**src/inc/rsc_defs.vh**
```
// rsc_defs.vh: constants of the chip reset sequencer
// assumes the includer counts everything in reference clock cycles
`ifndef RSC_DEFS_VH
`define RSC_DEFS_VH

// sequencer states
`define RSC_ST_IDLE 3'h0
`define RSC_ST_POR 3'h1
`define RSC_ST_HARD 3'h2
`define RSC_ST_TAIL 3'h3
`define RSC_ST_SOFT 3'h4
`define RSC_ST_QUIET 3'h5

// reset classes
`define RSC_CLS_POR 2'h0
`define RSC_CLS_HARD 2'h1
`define RSC_CLS_SOFT 2'h2
`define RSC_CLS_NONE 2'h3

// configuration source select encodings
`define RSC_SRC_PINS 3'h0
`define RSC_SRC_I2C 3'h1

// input clock range pin codes: bit 1 set means 66 MHz or more
`define RSC_RNG_33_44 2'h0
`define RSC_RNG_44_66 2'h1
`define RSC_RNG_66_100 2'h2
`define RSC_RNG_100_133 2'h3

// hard reset release after power-on release, in reference cycles
`define RSC_PINS_LO_CYC 18'd15369
`define RSC_PINS_HI_CYC 18'd34825
`define RSC_I2C_B0_CYC 18'd92545
`define RSC_I2C_B1_CYC 18'd107435
`define RSC_I2C_B2_CYC 18'd124208
`define RSC_I2C_B3_CYC 18'd157880

// soft release after hard release
`define RSC_TAIL_CYC 18'd16
// soft-only sequence length
`define RSC_SOFT_HOLD_CYC 18'd16
// settling time after line release while the synchronisers catch up
`define RSC_QUIET_CYC 18'd4

`define RSC_CNT_W 18
`define RSC_WORD_W 17
`define RSC_SYNC_W 26

`endif

```
**src/verilog/rsc_sync.v**
```verilog
// rsc_sync.v: two-stage synchroniser for a bundle of asynchronous pins
// assumes each bit is independent; multi-bit fields must be stable while sampled
`timescale 1ns/1ps
module rsc_sync #(
    parameter WIDTH = 1
) (
    input wire clk_i,
    input wire reset_i,
    input wire [WIDTH-1:0] d_i,
    output wire [WIDTH-1:0] q_o
);
    genvar g;
    generate
        for (g = 0; g < WIDTH; g = g + 1) begin : g_bit
            reg meta_r;
            reg sync_r;
            always @(posedge clk_i or posedge reset_i) begin
                if (reset_i) begin
                    meta_r <= 1'b0;
                    sync_r <= 1'b0;
                end else begin
                    meta_r <= d_i[g];
                    sync_r <= meta_r;
                end
            end
            assign q_o[g] = sync_r;
        end
    endgenerate
endmodule // rsc_sync

```
**src/verilog/rsc_top.v**
```verilog
// rsc_top.v: chip reset sequencer with power-on configuration sampling
// assumes clk_i is the reference clock; pins are asynchronous, internal requests are on clk_i
`timescale 1ns/1ps
`include "rsc_defs.vh"

// What this block does
// - configuration sampled and PLL reset on power-on only
// - every class resets peripheral bus and cores
// - full resets on power-on/hard, partial on soft
// - soft drives soft line only; hard drives both
// - sample source select and word pins
// - config word from I2C, pins or constant
// - boot stop pin sampled for I2C loading
// - pins/constant source: hard release 15369/34825 cycles
// - I2C source: power-on hard release by four clock bands
// - soft release 16 cycles after hard release
// - soft line held whenever hard line held
// - later hard resets keep power-on configuration
// - external soft accepted only while not resetting
module rsc_top #(
    parameter [`RSC_CNT_W-1:0] PINS_LO_CYC = `RSC_PINS_LO_CYC,
    parameter [`RSC_CNT_W-1:0] PINS_HI_CYC = `RSC_PINS_HI_CYC,
    parameter [`RSC_CNT_W-1:0] I2C_B0_CYC = `RSC_I2C_B0_CYC,
    parameter [`RSC_CNT_W-1:0] I2C_B1_CYC = `RSC_I2C_B1_CYC,
    parameter [`RSC_CNT_W-1:0] I2C_B2_CYC = `RSC_I2C_B2_CYC,
    parameter [`RSC_CNT_W-1:0] I2C_B3_CYC = `RSC_I2C_B3_CYC,
    parameter [`RSC_WORD_W-1:0] HARDCODED_WORD = 17'h00000
) (
    input wire clk_i,
    input wire reset_i,
    input wire power_on_reset_in_n_i,
    input wire hard_reset_line_n_i,
    output reg hard_reset_line_n_o,
    output reg hard_reset_line_oe_n_o,
    input wire soft_reset_line_n_i,
    output reg soft_reset_line_n_o,
    output reg soft_reset_line_oe_n_o,
    input wire [2:0] config_source_select_i,
    input wire [`RSC_WORD_W-1:0] config_word_pins_i,
    input wire [1:0] input_clock_range_pin_i,
    input wire boot_stop_pin_i,
    input wire wdog_hard_req_i,
    input wire sw_hard_req_i,
    input wire link_hard_req_i,
    input wire sw_soft_req_i,
    input wire tap_soft_req_i,
    input wire tap_boundary_i,
    input wire i2c_word_valid_i,
    input wire [`RSC_WORD_W-1:0] i2c_word_i,
    output reg pll_reset_o,
    output reg periph_reset_o,
    output reg core_reset_o,
    output reg full_reset_o,
    output reg partial_reset_o,
    output reg i2c_load_req_o,
    output reg [`RSC_WORD_W-1:0] reset_config_word_o,
    output reg [2:0] config_source_o,
    output reg [1:0] clock_range_o,
    output reg boot_stop_o,
    output reg config_valid_o,
    output reg [1:0] last_reset_class_o
);
    wire [`RSC_SYNC_W-1:0] pins_s;
    wire por_n_s;
    wire hard_n_s;
    wire soft_n_s;
    wire [2:0] src_s;
    wire [`RSC_WORD_W-1:0] word_s;
    wire [1:0] rng_s;
    wire stop_s;

    rsc_sync #(
        .WIDTH(`RSC_SYNC_W)
    ) u_sync (
        .clk_i(clk_i),
        .reset_i(reset_i),
        .d_i({power_on_reset_in_n_i, hard_reset_line_n_i, soft_reset_line_n_i, config_source_select_i,
              config_word_pins_i, input_clock_range_pin_i, boot_stop_pin_i}),
        .q_o(pins_s)
    );

    assign {por_n_s, hard_n_s, soft_n_s, src_s, word_s, rng_s, stop_s} = pins_s;

    reg [2:0] state_r;
    reg [2:0] state_nxt;
    reg [1:0] cls_r;
    reg [1:0] cls_nxt;
    reg [`RSC_CNT_W-1:0] cnt_r;
    reg [`RSC_CNT_W-1:0] cnt_nxt;
    reg [`RSC_CNT_W-1:0] por_cnt;
    reg [`RSC_CNT_W-1:0] hard_cnt;

    // while we drive a line it reads low, so only these states may trust the pin
    wire ext_hard_ok = (state_r == `RSC_ST_IDLE) || (state_r == `RSC_ST_SOFT);
    wire int_hard_req = wdog_hard_req_i | sw_hard_req_i | link_hard_req_i;
    wire hard_req = int_hard_req | (~hard_n_s & ext_hard_ok);
    wire int_soft_req = sw_soft_req_i | tap_soft_req_i;
    wire soft_req = int_soft_req | (~soft_n_s & (state_r == `RSC_ST_IDLE));

    // release count chosen from the configuration being latched right now
    always @* begin
        if (src_s == `RSC_SRC_I2C) begin
            case (rng_s)
                `RSC_RNG_33_44: por_cnt = I2C_B0_CYC - 18'h1;
                `RSC_RNG_44_66: por_cnt = I2C_B1_CYC - 18'h1;
                `RSC_RNG_66_100: por_cnt = I2C_B2_CYC - 18'h1;
                default: por_cnt = I2C_B3_CYC - 18'h1;
            endcase
        end else begin
            por_cnt = rng_s[1] ? (PINS_HI_CYC - 18'h1) : (PINS_LO_CYC - 18'h1);
        end
        // later hard resets reuse the power-on clock range, no reload
        hard_cnt = clock_range_o[1] ? (PINS_HI_CYC - 18'h1) : (PINS_LO_CYC - 18'h1);
    end

    always @* begin
        state_nxt = state_r;
        cls_nxt = cls_r;
        cnt_nxt = cnt_r;
        if (!por_n_s) begin
            state_nxt = `RSC_ST_POR;
            cls_nxt = `RSC_CLS_POR;
        end else begin
            case (state_r)
                `RSC_ST_POR: begin
                    state_nxt = `RSC_ST_HARD;
                    cnt_nxt = por_cnt;
                end
                `RSC_ST_HARD: begin
                    // any hard or soft request here is absorbed
                    if (cnt_r == 18'h0) begin
                        state_nxt = `RSC_ST_TAIL;
                        cnt_nxt = `RSC_TAIL_CYC - 18'h1;
                    end else begin
                        cnt_nxt = cnt_r - 18'h1;
                    end
                end
                `RSC_ST_TAIL: begin
                    if (int_hard_req) begin
                        state_nxt = `RSC_ST_HARD;
                        cls_nxt = `RSC_CLS_HARD;
                        cnt_nxt = hard_cnt;
                    end else if (cnt_r == 18'h0) begin
                        state_nxt = `RSC_ST_QUIET;
                        cnt_nxt = `RSC_QUIET_CYC - 18'h1;
                    end else begin
                        cnt_nxt = cnt_r - 18'h1;
                    end
                end
                `RSC_ST_SOFT: begin
                    if (hard_req) begin
                        state_nxt = `RSC_ST_HARD;
                        cls_nxt = `RSC_CLS_HARD;
                        cnt_nxt = hard_cnt;
                    end else if (cnt_r == 18'h0) begin
                        state_nxt = `RSC_ST_QUIET;
                        cnt_nxt = `RSC_QUIET_CYC - 18'h1;
                    end else begin
                        cnt_nxt = cnt_r - 18'h1;
                    end
                end
                `RSC_ST_QUIET: begin
                    // pins still read the old low level through the synchroniser
                    if (int_hard_req) begin
                        state_nxt = `RSC_ST_HARD;
                        cls_nxt = `RSC_CLS_HARD;
                        cnt_nxt = hard_cnt;
                    end else if (int_soft_req) begin
                        state_nxt = `RSC_ST_SOFT;
                        cls_nxt = `RSC_CLS_SOFT;
                        cnt_nxt = `RSC_SOFT_HOLD_CYC - 18'h1;
                    end else if (cnt_r == 18'h0) begin
                        state_nxt = `RSC_ST_IDLE;
                    end else begin
                        cnt_nxt = cnt_r - 18'h1;
                    end
                end
                `RSC_ST_IDLE: begin
                    if (hard_req) begin
                        state_nxt = `RSC_ST_HARD;
                        cls_nxt = `RSC_CLS_HARD;
                        cnt_nxt = hard_cnt;
                    end else if (soft_req) begin
                        state_nxt = `RSC_ST_SOFT;
                        cls_nxt = `RSC_CLS_SOFT;
                        cnt_nxt = `RSC_SOFT_HOLD_CYC - 18'h1;
                    end
                end
                default: begin
                    state_nxt = `RSC_ST_POR;
                    cls_nxt = `RSC_CLS_POR;
                end
            endcase
        end
    end

    wire drv_hard = (state_nxt == `RSC_ST_POR) || (state_nxt == `RSC_ST_HARD);
    wire drv_soft = drv_hard || (state_nxt == `RSC_ST_TAIL) || (state_nxt == `RSC_ST_SOFT);
    wire full_nxt = drv_hard || (state_nxt == `RSC_ST_TAIL);
    wire i2c_nxt = (state_nxt == `RSC_ST_HARD) && (cls_nxt == `RSC_CLS_POR) && (config_source_o == `RSC_SRC_I2C);

    always @(posedge clk_i or posedge reset_i) begin
        if (reset_i) begin
            state_r <= `RSC_ST_POR;
            cls_r <= `RSC_CLS_POR;
            cnt_r <= 18'h0;
            hard_reset_line_n_o <= 1'b0;
            hard_reset_line_oe_n_o <= 1'b0;
            soft_reset_line_n_o <= 1'b0;
            soft_reset_line_oe_n_o <= 1'b0;
            pll_reset_o <= 1'b1;
            periph_reset_o <= 1'b1;
            core_reset_o <= 1'b1;
            full_reset_o <= 1'b1;
            partial_reset_o <= 1'b1;
            i2c_load_req_o <= 1'b0;
            reset_config_word_o <= 17'h00000;
            config_source_o <= 3'h0;
            clock_range_o <= 2'h0;
            boot_stop_o <= 1'b0;
            config_valid_o <= 1'b0;
            last_reset_class_o <= `RSC_CLS_NONE;
        end else begin
            state_r <= state_nxt;
            cls_r <= cls_nxt;
            cnt_r <= cnt_nxt;
            // open drain: level is always low, the enable decides
            hard_reset_line_n_o <= 1'b0;
            hard_reset_line_oe_n_o <= ~drv_hard;
            soft_reset_line_n_o <= 1'b0;
            soft_reset_line_oe_n_o <= ~drv_soft;
            pll_reset_o <= (state_nxt == `RSC_ST_POR);
            periph_reset_o <= (state_nxt != `RSC_ST_IDLE && state_nxt != `RSC_ST_QUIET) || tap_boundary_i;
            core_reset_o <= (state_nxt != `RSC_ST_IDLE && state_nxt != `RSC_ST_QUIET) || tap_boundary_i;
            full_reset_o <= full_nxt;
            partial_reset_o <= drv_soft || tap_boundary_i;
            i2c_load_req_o <= i2c_nxt;
            if (state_nxt != `RSC_ST_IDLE && state_nxt != `RSC_ST_QUIET) begin
                last_reset_class_o <= cls_nxt;
            end
            if (state_r == `RSC_ST_POR) begin
                // latched every cycle of the power-on hold; last value wins
                config_source_o <= src_s;
                clock_range_o <= rng_s;
                boot_stop_o <= (src_s == `RSC_SRC_I2C) ? stop_s : 1'b0;
                config_valid_o <= 1'b0;
                if (src_s == `RSC_SRC_PINS) begin
                    reset_config_word_o <= word_s;
                end else if (src_s == `RSC_SRC_I2C) begin
                    reset_config_word_o <= 17'h00000;
                end else begin
                    reset_config_word_o <= HARDCODED_WORD;
                end
            end else if (i2c_load_req_o && i2c_word_valid_i) begin
                reset_config_word_o <= i2c_word_i;
            end
            if (state_r == `RSC_ST_HARD && state_nxt == `RSC_ST_TAIL && cls_r == `RSC_CLS_POR) begin
                config_valid_o <= 1'b1;
            end
        end
    end
endmodule // rsc_top

```
**config.mk**
```make
export PLATFORM = sky130hd
export DESIGN_NAME = rsc_top
export DESIGN_NICKNAME = d
export VERILOG_FILES = /design/src/verilog/rsc_sync.v /design/src/verilog/rsc_top.v
export VERILOG_INCLUDE_DIRS = /design/src /design/src/inc
export SDC_FILE = /design/constraint.sdc
export NUM_CORES = 1
export LEC_CHECK = 0
export BUFFER_PORTS_ARGS = -buffer_cell sky130_fd_sc_hd__buf_2
export CAP_MARGIN = 20
export CORE_ASPECT_RATIO = 1.25
export CORE_MARGIN = 3
export CORE_UTILIZATION = 51
export CTS_BUF_LIST = sky130_fd_sc_hd__clkbuf_16
export DETAILED_ROUTE_END_ITERATION = 8
export GPL_TIMING_DRIVEN = 0
export PLACE_DENSITY_LB_ADDON = 0.2
export REMOVE_ABC_BUFFERS = 1
export SLEW_MARGIN = 25
export SYNTH_ARGS = -nofsm -noshare
export SYNTH_HDL_FRONTEND = slang
export SYNTH_HIERARCHICAL = 1
export SYNTH_SLANG_ARGS = --single-unit
```
**constraint.sdc**
```tcl
create_clock -name clk_i -period 4 [get_ports clk_i]
set_clock_uncertainty 0.1 [all_clocks]
set_input_delay 0.8 -clock clk_i [delete_from_list [all_inputs] [get_ports clk_i]]
set_output_delay 0.8 -clock clk_i [all_outputs]
set_load 0.1 [all_outputs]
```
==> results of run 1 <==
power groups by stage:
stage | clock network [µW] | logic, µW | registers, µW
after floorplan | 0 | 236 | 1580
after CTS | 882 | 699 | 1270
after global placement | 0 | 681 | 1280
final | 862 | 695 | 1270
after detailed placement | 0 | 697 | 1280
after global routing | 923 | 741 | 1280
layout make-up:
type,count,area [µm²]
Clock buffer,9,225
Timing Repair Buffer,88,473
Tap cell,123,154
Clock inverter,7,66.3
Inverter,13,51.3
Sequential cell,108,2710
Multi-Input combinational cell,315,1900
Fill cell,789,3730
cells in the mapped netlist, types with 4 or more instances:
master / number
buf_4: 30
and3_1: 4
nand2_1: 51
o22ai_1: 13
a21oi_1: 34
dfrtp_1: 101
mux2_2: 5
a31oi_1: 4
o2bb2ai_1: 4
dfstp_2: 7
o21ai_0: 47
nor4_1: 5
or4_1: 4
nor2b_1: 6
nor2_1: 40
ha_1: 6
a22o_1: 6
nor3_1: 12
clkbuf_1: 17
inv_1: 13
nand3_1: 9
logic make-up (layout without fill, tap and decap cells):
kind of cell | Yosys count | after routing | synth area share
other | 1 | 2 | 0.000753
and+or+nand+nor | 159 | 159 | 0.169
AOI/OAI and AO/OA | 141 | 141 | 0.179
buffers and inverters | 66 | 117 | 0.0771
adders and majority gates | 6 | 6 | 0.0151
DFF | 108 | 108 | 0.544
xor gates and xnor gates | 2 | 2 | 0.00352
muxes | 5 | 5 | 0.0113
state kept, by name, summed over array words and instances, names as in the netlist:
signal	cells
i2c_load_req_o	1
u_sync/g_bit.sync_r	26
boot_stop_o	1
cnt_r	18
hard_reset_line_oe_n_o	1
core_reset_o	1
pll_reset_o	1
full_reset_o	1
config_source_o	3
config_valid_o	1
soft_reset_line_oe_n_o	1
last_reset_class_o	2
partial_reset_o	1
state_r	3
cls_r	2
u_sync/g_bit.meta_r	26
reset_config_word_o	17
clock_range_o	2
metal layers:
metal,global-route usage,wire [µm],vias up
met3,0.0412,756,20
met5,0,0,-
li1,-,-,1804
met1,0.270,4540,1838
met2,0.346,5550,134
met4,0.106,238,0
worst max-delay path, stage by stage (launching register included):
cell	delay, ns
dfrtp_1	0.42
inv_1	0.09
ha_1	0.27
or4b_4	0.55
or4_4	0.65
o31ai_4	0.66
nor3_1	0.13
o22ai_1	0.15
nand3_1	0.09
worst max path at each step:
stage | depth (start not counted) | startpoint | to
after floorplan | 8 | cnt_r[0] | cnt_r[2]
after global placement | 4 | state_r[0] | reset_config_word_o[15]
after CTS | 8 | cnt_r[0] | cnt_r[2]
after global routing | 8 | cnt_r[0] | cnt_r[2]
final | 8 | cnt_r[0] | cnt_r[12]
after detailed placement | 7 | sw_hard_req_i | cnt_r[9]
per-stage QoR:
step | hold slack [ns] | total power, µW
after floorplan | 0.231 | 1820
after global placement | 0.232 | 1960
after detailed placement | 0.235 | 1980
after CTS | 0.254 | 2850
after global routing | 0.257 | 2940
final | 0.252 | 2820
==> metrics.txt, run 1 <==
vias in the first global route about 3700; Flop pwr share 0.449; YS warnings 6; DR vias/cell approximately 5.7; Power Internal around 1800 µW; Logic pwr share 0.246; maximum fanout along the worst path 17; worst hold path class reg -> reg; r2r endpoint cnt_r[12]; via count roughly 3800; final std cells w/o fill 663; Inserted Clock Buffers 9; R2R setup slack ~0.75 ns; DP Area around 5300 µm²; HP Start u_sync/g_bit[1].meta_r; top-area cell type share of the netlist area 0.507; Placed Cells between 600 and 700; synth top area cells dfrtp_1, o21ai_0, buf_4, nand2_1, dfstp_2; max cap viols 0; final core utilization 0.599; Final period util 0.813; Site Rows 39; Synth Flop Type dfrtp_1; clock root cell clkbuf_16; Worst Setup Start Kind flop; Sw Ratio 0.367; Worst VDD drop about 0.0003 V; fmax between 300 and 400 MHz; worst setup path class reg -> reg; Slew headroom 0.316; Mapped Cells around 490; design area roughly 5600 µm²; TritonRoute pass-1 iters 5; # Post-CTS Setup Buffers 0; Psw between 1000 and 1500 µW; EDFF count, synth 0; clock latency on the worst-skew pair ~0.35 ns; WL final approximately 11000 µm; Post-DP HPWL 7830 µm; dpl ws between 0.7 and 0.8 ns; initial antenna violation count 0; RSZ-0062 raised after global routing false; Port Buf Inserts between 80 and 90; register clock-pin slew on the reported worst setup and hold paths roughly 0.08 ns; Worst R2R Path Depth 8; layout cells sized above 1 0.246; num ports 88; Async S/R FF share, synth 1.00; post-layout worst setup margin 0.749 ns; library cells used by synthesis 65; Tmin final 3.25 ns; die height around 120 µm; Pwr Density about 500 nW/µm²; DRC errors left 0; die extent in x 94.4 µm; first-pass GRT wire length approximately 18000 µm; Core Footprint between 9000 and 10000 µm²; Hold Crit Depth 0; die area 11000 µm²; Area Overhead vs Synth 12.1%; Clk network pwr share 0.305; Max clock buf depth 2; Netlist Area Pre-Place approximately 5000 µm²; WHS Endpoint u_sync/g_bit[1].sync_r; Yosys top cell by area dfrtp_1; DRT iter0 DRCs about 260; Final Hold Viols 0; final setup vio count 0; max-slew violation count 0; H-tree depth 3; CP required 4.12 ns; ANT cells 0; Avg Cell Area, Syn about 10 µm²; highest-count cells in the layout ignoring fill and taps dfrtp_1, buf_2, nand2_1; Final ANT Viol Nets 0; GP Congestion approximately 0.86; outcome completed; CTS hold repair buffers 0; Initial Util 0.534; Final Net Count ~600; largest net degree at the start of global routing 35; number of synthesized register bits 108; setup tns final 0 ns; most common cell after layout, fill and taps aside dfrtp_1; Worst setup EP type flop; CTS Sinks between 100 and 150; post_cts resized 0; Reg-to-Reg Start cnt_r[0]; GRT Total Usage 0.212; WP data arrival between 3 and 4 ns; CTS tree yes; static leakage 0.00247 µW; GRT overflow 0; worst-margin pin slew between 1 and 1.5 ns; Seq/Total Area, Yosys 0.544; drt wl/cell 16.7 µm
Power figures use the tool's default switching activity.
==> run 2, diff against run 1 <==
--- a/config.mk
+++ b/config.mk
@@ -10,7 +10,7 @@
 export CAP_MARGIN = 20
 export CORE_ASPECT_RATIO = 1.25
 export CORE_MARGIN = 3
-export CORE_UTILIZATION = 51
+export CORE_UTILIZATION = 50
 export CTS_BUF_LIST = sky130_fd_sc_hd__clkbuf_16
 export DETAILED_ROUTE_END_ITERATION = 8
 export GPL_TIMING_DRIVEN = 0
==> constraint.sdc (replaced) <==
create_clock -name clk_i -period 2.8 [get_ports clk_i]
set_clock_uncertainty 0.1 [all_clocks]
set_input_delay 0.56 -clock clk_i [delete_from_list [all_inputs] [get_ports clk_i]]
set_output_delay 0.56 -clock clk_i [all_outputs]
set_load 0.1 [all_outputs]
==> run 2 against run 1 <==
Via count increased by 4.7%. Utilization increased by 0.63 points. Fmax increased by 15%. Die area increased by 1.9%. The run now ends with setup timing left. Count of clock-buffer cells in the layout unchanged. Wire length increased by 7.3%. Sequential share of layout area decreased by 2.1 points. Clock power increased by 48%. Non-clock buffer count increased by 12. Critical path depth unchanged. Register-to-register slack got worse by 0.78 ns.
==> metrics.txt, run 2 (same netlist as run 1, synthesis figures left out) <==
outcome finished with violations; violated checks setup timing; DP Area 5280 µm² (-0.26%); RSZ-0062 raised after global routing true; DRT iter0 DRCs 282 (+7.2%); Core Footprint 9660 µm² (+3.6%); most common cell after layout, fill and taps aside dfrtp_1; clock latency on the worst-skew pair 0.34 ns (about the same); Inserted Clock Buffers 9 (unchanged); Final Hold Viols 0 (unchanged); # fillers 785 (-0.51%); CP cell instances inv_2, ha_4, or4b_4, or4_4, nor2_8, o21a_4, o21ai_0, a22o_1; Placed Cells 649 (+0.31%); Top Registers u_sync/g_bit.meta_r: 26 flops, u_sync/g_bit.sync_r: 26 flops, cnt_r: 18 flops; Area Overhead vs Synth 17.4%; clock root cell clkbuf_16; die height 118 µm (+0.94%); post-layout worst setup margin -0.0329 ns (-0.782 ns); Initial Util 0.516 (-0.0188); Final Net Count 607 (+2.4%); highest-count cells in the layout ignoring fill and taps dfrtp_1, buf_2, nand2_1; worst hold path class in -> async; Worst VDD drop 0.000460 V (+52%); Max clock buf depth 2 (unchanged); DR vias/cell 5.85 (+2.1%); Site Rows 40 (+2.6%); drt wl/cell 17.5 µm (+4.6%); Reg-to-Reg Start cnt_r[1]; max-slew violation count 0 (unchanged); max cap viols 0 (unchanged); register clock-pin slew on the reported worst setup and hold paths 0.07 ns (about the same); delay-heaviest family, CP simple AND/OR/NAND/NOR gates; Tmin final 2.83 ns (-0.418 ns); final std cells w/o fill 680 (+2.6%); GP Congestion 0.884 (+3.2%); Post-DP HPWL 7840 µm (about the same); slowest CP cell or4_4; Pwr Density 708 nW/µm² (+40%); via count 3975 (+4.7%); CP max stage delay 0.65 ns (about the same); Final ANT Viol Nets 0 (unchanged); H-tree depth 3 (unchanged); Worst setup EP type flop; design area 5850 µm² (+4.7%); die area 11200 µm² (+1.9%); TritonRoute pass-1 iters 5 (unchanged); GRT Total Usage 0.211 (-0.000928); largest net degree at the start of global routing 53 (+51%); first-pass GRT wire length 18700 µm (+3.3%); worst-margin pin slew 0.949 ns (-0.0740 ns); maximum fanout along the worst path 8 (-9); num ports 88 (unchanged); WL final 11900 µm (+7.3%); DRC errors left 0 (unchanged); worst setup path class reg -> reg; GRT overflow 0 (unchanged); initial antenna violation count 0 (unchanged); CP bufs+invs 1 (unchanged); CTS Sinks 108 (unchanged); WP data arrival 2.97 ns (-0.40 ns); Final period util 1.01 (+0.199); CTS tree yes; Tot Pwr 4140 µW (+47%); fmax 353 MHz (+15%); CTS hold repair buffers 0 (unchanged); die extent in x 95.3 µm (+0.93%); CP required 2.93 ns (-1.19 ns); static leakage 0.00256 µW (+3.8%); Port Buf Inserts 85 (unchanged); final setup vio count 1 (+1); crit path from cnt_r[1]; Slew headroom 0.366 (+0.0495); vias in the first global route 3830 (+2.6%); layout cells sized above 1 0.302 (+0.0557); Worst Setup Start Kind flop
[run 2: timing repair]
| action | CTS | global route |
|---|---|---|
| pin swaps | 3 | 17 |
| resized for setup | 8 | 32 |
| setup buffers | 6 | 7 |
| endpoints found under the setup margin | 25 | 25 |
| gates cloned | 1 | 2 |
[run 2: layer usage]
metal  GRT usage  wire (µm)  vias up
met2       0.336       5970      179
met4      0.0975        402        0
li1            -          -     1831
met1       0.272       4760     1924
met3      0.0441        764       41
met5           0          0        -
[run 2: report_power, final]
part           leakage [µW]  switching [µW]  internal (µW)
registers           0.00129             115           1700
clock network      0.000136             578            698
logic               0.00113             797            257
total               0.00256            1490           2650
[run 2: worst paths after layout]
check	end	slack (ns)	cells after the start
max	cnt_r[14]	-0.03	8
min	clock_range_o[0]	0.06	2
min reg2reg	u_sync/g_bit[2].sync_r	0.25	0
min in group clk_i	u_sync/g_bit[0].meta_r	0.22	1
max reg2reg	cnt_r[14]	-0.03	8
max in group asynchronous	u_sync/g_bit[9].sync_r	1.94	2
[run 2: worst reg2reg max path, cell delays in order, from the launching register on]
cell     delay, ns
dfrtp_1       0.41
inv_2         0.09
ha_4          0.14
or4b_4        0.50
or4_4         0.65
nor2_8        0.25
o21a_4        0.23
o21ai_0       0.12
a22o_1        0.23
[run 2: per-stage QoR]
stage               setup WS [ns]   util  hold slack, ns  TNS (ns)
global route              -0.0764  0.605          0.0785    -0.556
finish                    -0.0329  0.606          0.0647   -0.0329
CTS                       0.00632  0.586          0.0656         0
global placement           -0.516  0.542           0.231    -12.37
detailed placement         -0.397  0.547           0.235     -4.80
floorplan                  0.0105      -           0.231         0
[run 2: cell type report]
type | count | area (µm²) | share of cell area
clock buffers | 9 | 225 | 0.0385
repair buffers | 100 | 558 | 0.0954
inverters | 13 | 53.8 | 0.00920
well taps | 126 | 158 | 0.0270
clock inverters | 6 | 72.6 | 0.0124
flip-flops and latches | 108 | 2720 | 0.464
multi-input cells | 317 | 2060 | 0.353
diodes | 1 | 2.50 | 0.000428
==> run 3, diff against run 2 <==
--- a/config.mk
+++ b/config.mk
@@ -8,10 +8,11 @@
 export LEC_CHECK = 0
 export BUFFER_PORTS_ARGS = -buffer_cell sky130_fd_sc_hd__buf_2
 export CAP_MARGIN = 20
-export CORE_ASPECT_RATIO = 1.25
+export CORE_ASPECT_RATIO = 0.5
 export CORE_MARGIN = 3
 export CORE_UTILIZATION = 50
 export CTS_BUF_LIST = sky130_fd_sc_hd__clkbuf_16
+export CTS_CLUSTER_SIZE = 25
 export DETAILED_ROUTE_END_ITERATION = 8
 export GPL_TIMING_DRIVEN = 0
 export PLACE_DENSITY_LB_ADDON = 0.2
==> run 3 against run 2 <==
The flow still finishes with violations (setup timing). Via count down 0.53%. Sequential power about the same. Non-clock buffer count is 3 higher. Power down 0.25%. Critical path type unchanged.
==> metrics.txt, run 3 (same netlist as run 1, synthesis figures left out) <==
register clock-pin slew on the reported worst setup and hold paths 0.08 ns (about the same); final core utilization 0.622 (+0.0168); largest net degree at the start of global routing 53 (unchanged); ANT cells 0 (-1); Top Registers u_sync/g_bit.meta_r: 26 flops, u_sync/g_bit.sync_r: 26 flops, cnt_r: 18 flops; outcome finished with violations; fmax 357 MHz (+1.1%); WP data arrival 2.95 ns (-0.02 ns); Final period util 1.00 (-0.0113); CTS hold repair buffers 0 (unchanged); vias in the first global route 3982 (+4.0%); GP Congestion 0.849 (-3.9%); slowest CP cell or4_4; DRT iter0 DRCs 301 (+6.7%); Worst Setup Start Kind flop; num ports 88 (unchanged); CTS tree yes; static leakage 0.00261 µW (+2.0%); die height 76.6 µm (-35%); highest-count cells in the layout ignoring fill and taps dfrtp_1, buf_2, nand2_1; WL final 12000 µm (+0.55%); DRC errors left 0 (unchanged); drt wl/cell 17.3 µm (-1.2%); # fillers 806 (+2.7%); Final Hold Viols 0 (unchanged); Final ANT Viol Nets 0 (unchanged); final std cells w/o fill 692 (+1.8%); Placed Cells 658 (+1.4%); CTS Sinks 108 (unchanged); GRT overflow 0 (unchanged); CP cell instances inv_2, ha_4, or4b_4, or4_4, nor2_8, o21a_4, o32ai_1, a22o_1; post-layout worst setup margin -0.00128 ns (+0.0317 ns); Worst VDD drop 0.000467 V (+1.6%); H-tree depth 3 (unchanged); Post-DP HPWL 7620 µm (-2.8%); max-slew violation count 0 (unchanged); layout cells sized above 1 0.316 (+0.0140); Initial Util 0.520 (+0.00472); Tmin final 2.80 ns (-0.0317 ns); GRT Total Usage 0.217 (+0.00625); Reg-to-Reg Start cnt_r[1]; Final Net Count 610 (+0.49%); clock root cell clkbuf_16; Site Rows 25 (-38%); R2R setup slack -0.001 ns (+0.03 ns); DR vias/cell 5.71 (-2.3%); most common cell after layout, fill and taps aside dfrtp_1; via count 3954 (-0.53%); crit path from cnt_r[1]; Core Footprint 9570 µm² (-0.91%); die area 11300 µm² (+0.58%); maximum fanout along the worst path 8 (unchanged); hold_ws 0.0371 ns (-0.0276 ns); worst hold path class in -> async; Worst setup EP type flop; clock latency on the worst-skew pair 0.35 ns (about the same); first-pass GRT wire length 19600 µm (+5.0%); final setup vio count 1 (unchanged); Area Overhead vs Synth 19.6%; TritonRoute pass-1 iters 5 (unchanged); die extent in x 147 µm (+54%); worst-margin pin slew 0.839 ns (-0.110 ns); max cap viols 0 (unchanged); worst setup path class reg -> reg; CP required 2.95 ns (+0.02 ns); initial antenna violation count 0 (unchanged); Max clock buf depth 2 (unchanged); CP max stage delay 0.65 ns (about the same); Slew headroom 0.436 (+0.0701); Port Buf Inserts 85 (unchanged); RSZ-0062 raised after global routing true; Pwr Density 694 nW/µm² (-2.1%); violated checks setup timing; Inserted Clock Buffers 9 (unchanged)
-- run 3: metal layers --
| layer | track usage | vias up | routed length (µm) |
|---|---|---|---|
| met5 | 0 | - | 0 |
| met4 | 0.0586 | 0 | 142 |
| met3 | 0.0689 | 13 | 937 |
| met2 | 0.357 | 160 | 5670 |
| met1 | 0.280 | 1941 | 5210 |
| li1 | - | 1840 | - |
-- run 3: power by group --
group          internal (µW)  switching, µW
Clock                    626            622
Sequential              1700            120
Combinational            271            797
Total                   2590           1540
-- run 3: final cells by class --
| cell class | count | area [µm²] | share of cell area |
|---|---|---|---|
| clock buffer | 9 | 225 | 0.0378 |
| tap | 135 | 169 | 0.0284 |
| multi-input combinational | 317 | 2110 | 0.355 |
| sequential | 108 | 2720 | 0.456 |
| clock inverter | 7 | 66.3 | 0.0111 |
| inverter | 13 | 53.8 | 0.00903 |
| timing repair buffer | 103 | 614 | 0.103 |
-- run 3: critical path, delay by kind of cell (launching register included) --
family          cells  cell delay [ns]
compound gates      3             0.55
buf+inv             1             0.09
flops               1             0.40
simple gates        3             1.40
fa+ha+maj           1             0.15
-- run 3: worst paths after layout --
path | cells past startpoint | end
worst min-delay path | 2 | reset_config_word_o[7]
max in group asynchronous | 2 | u_sync/g_bit[16].meta_r
worst max register to register | 8 | cnt_r[14]
worst max-delay path | 8 | cnt_r[14]
min in group clk_i | 1 | u_sync/g_bit[9].meta_r
worst min register to register | 0 | u_sync/g_bit[17].sync_r
-- run 3: through the flow --
stage / worst slack, ns / total power [µW] / area [µm²] / TNS [ns]
2_1_floorplan: 0.0105 / 2600 / 4650 / 0
3_3_place_gp: -0.562 / 2810 / 5240 / -14.58
3_5_place_dp: -0.377 / 2830 / 5300 / -4.30
4_1_cts: 0.0249 / 4110 / 5690 / 0
5_1_grt: -0.0734 / 4320 / 5960 / -0.606
6_report: -0.00128 / 4130 / 5960 / -0.00128
-- run 3: timing repair --
item,CTS,global route
buffers inserted,5,10
setup endpoints to repair,24,25
gates resized for setup,8,37
cloned,2,1
endpoints found under the hold margin,0,0
pin swaps,3,14
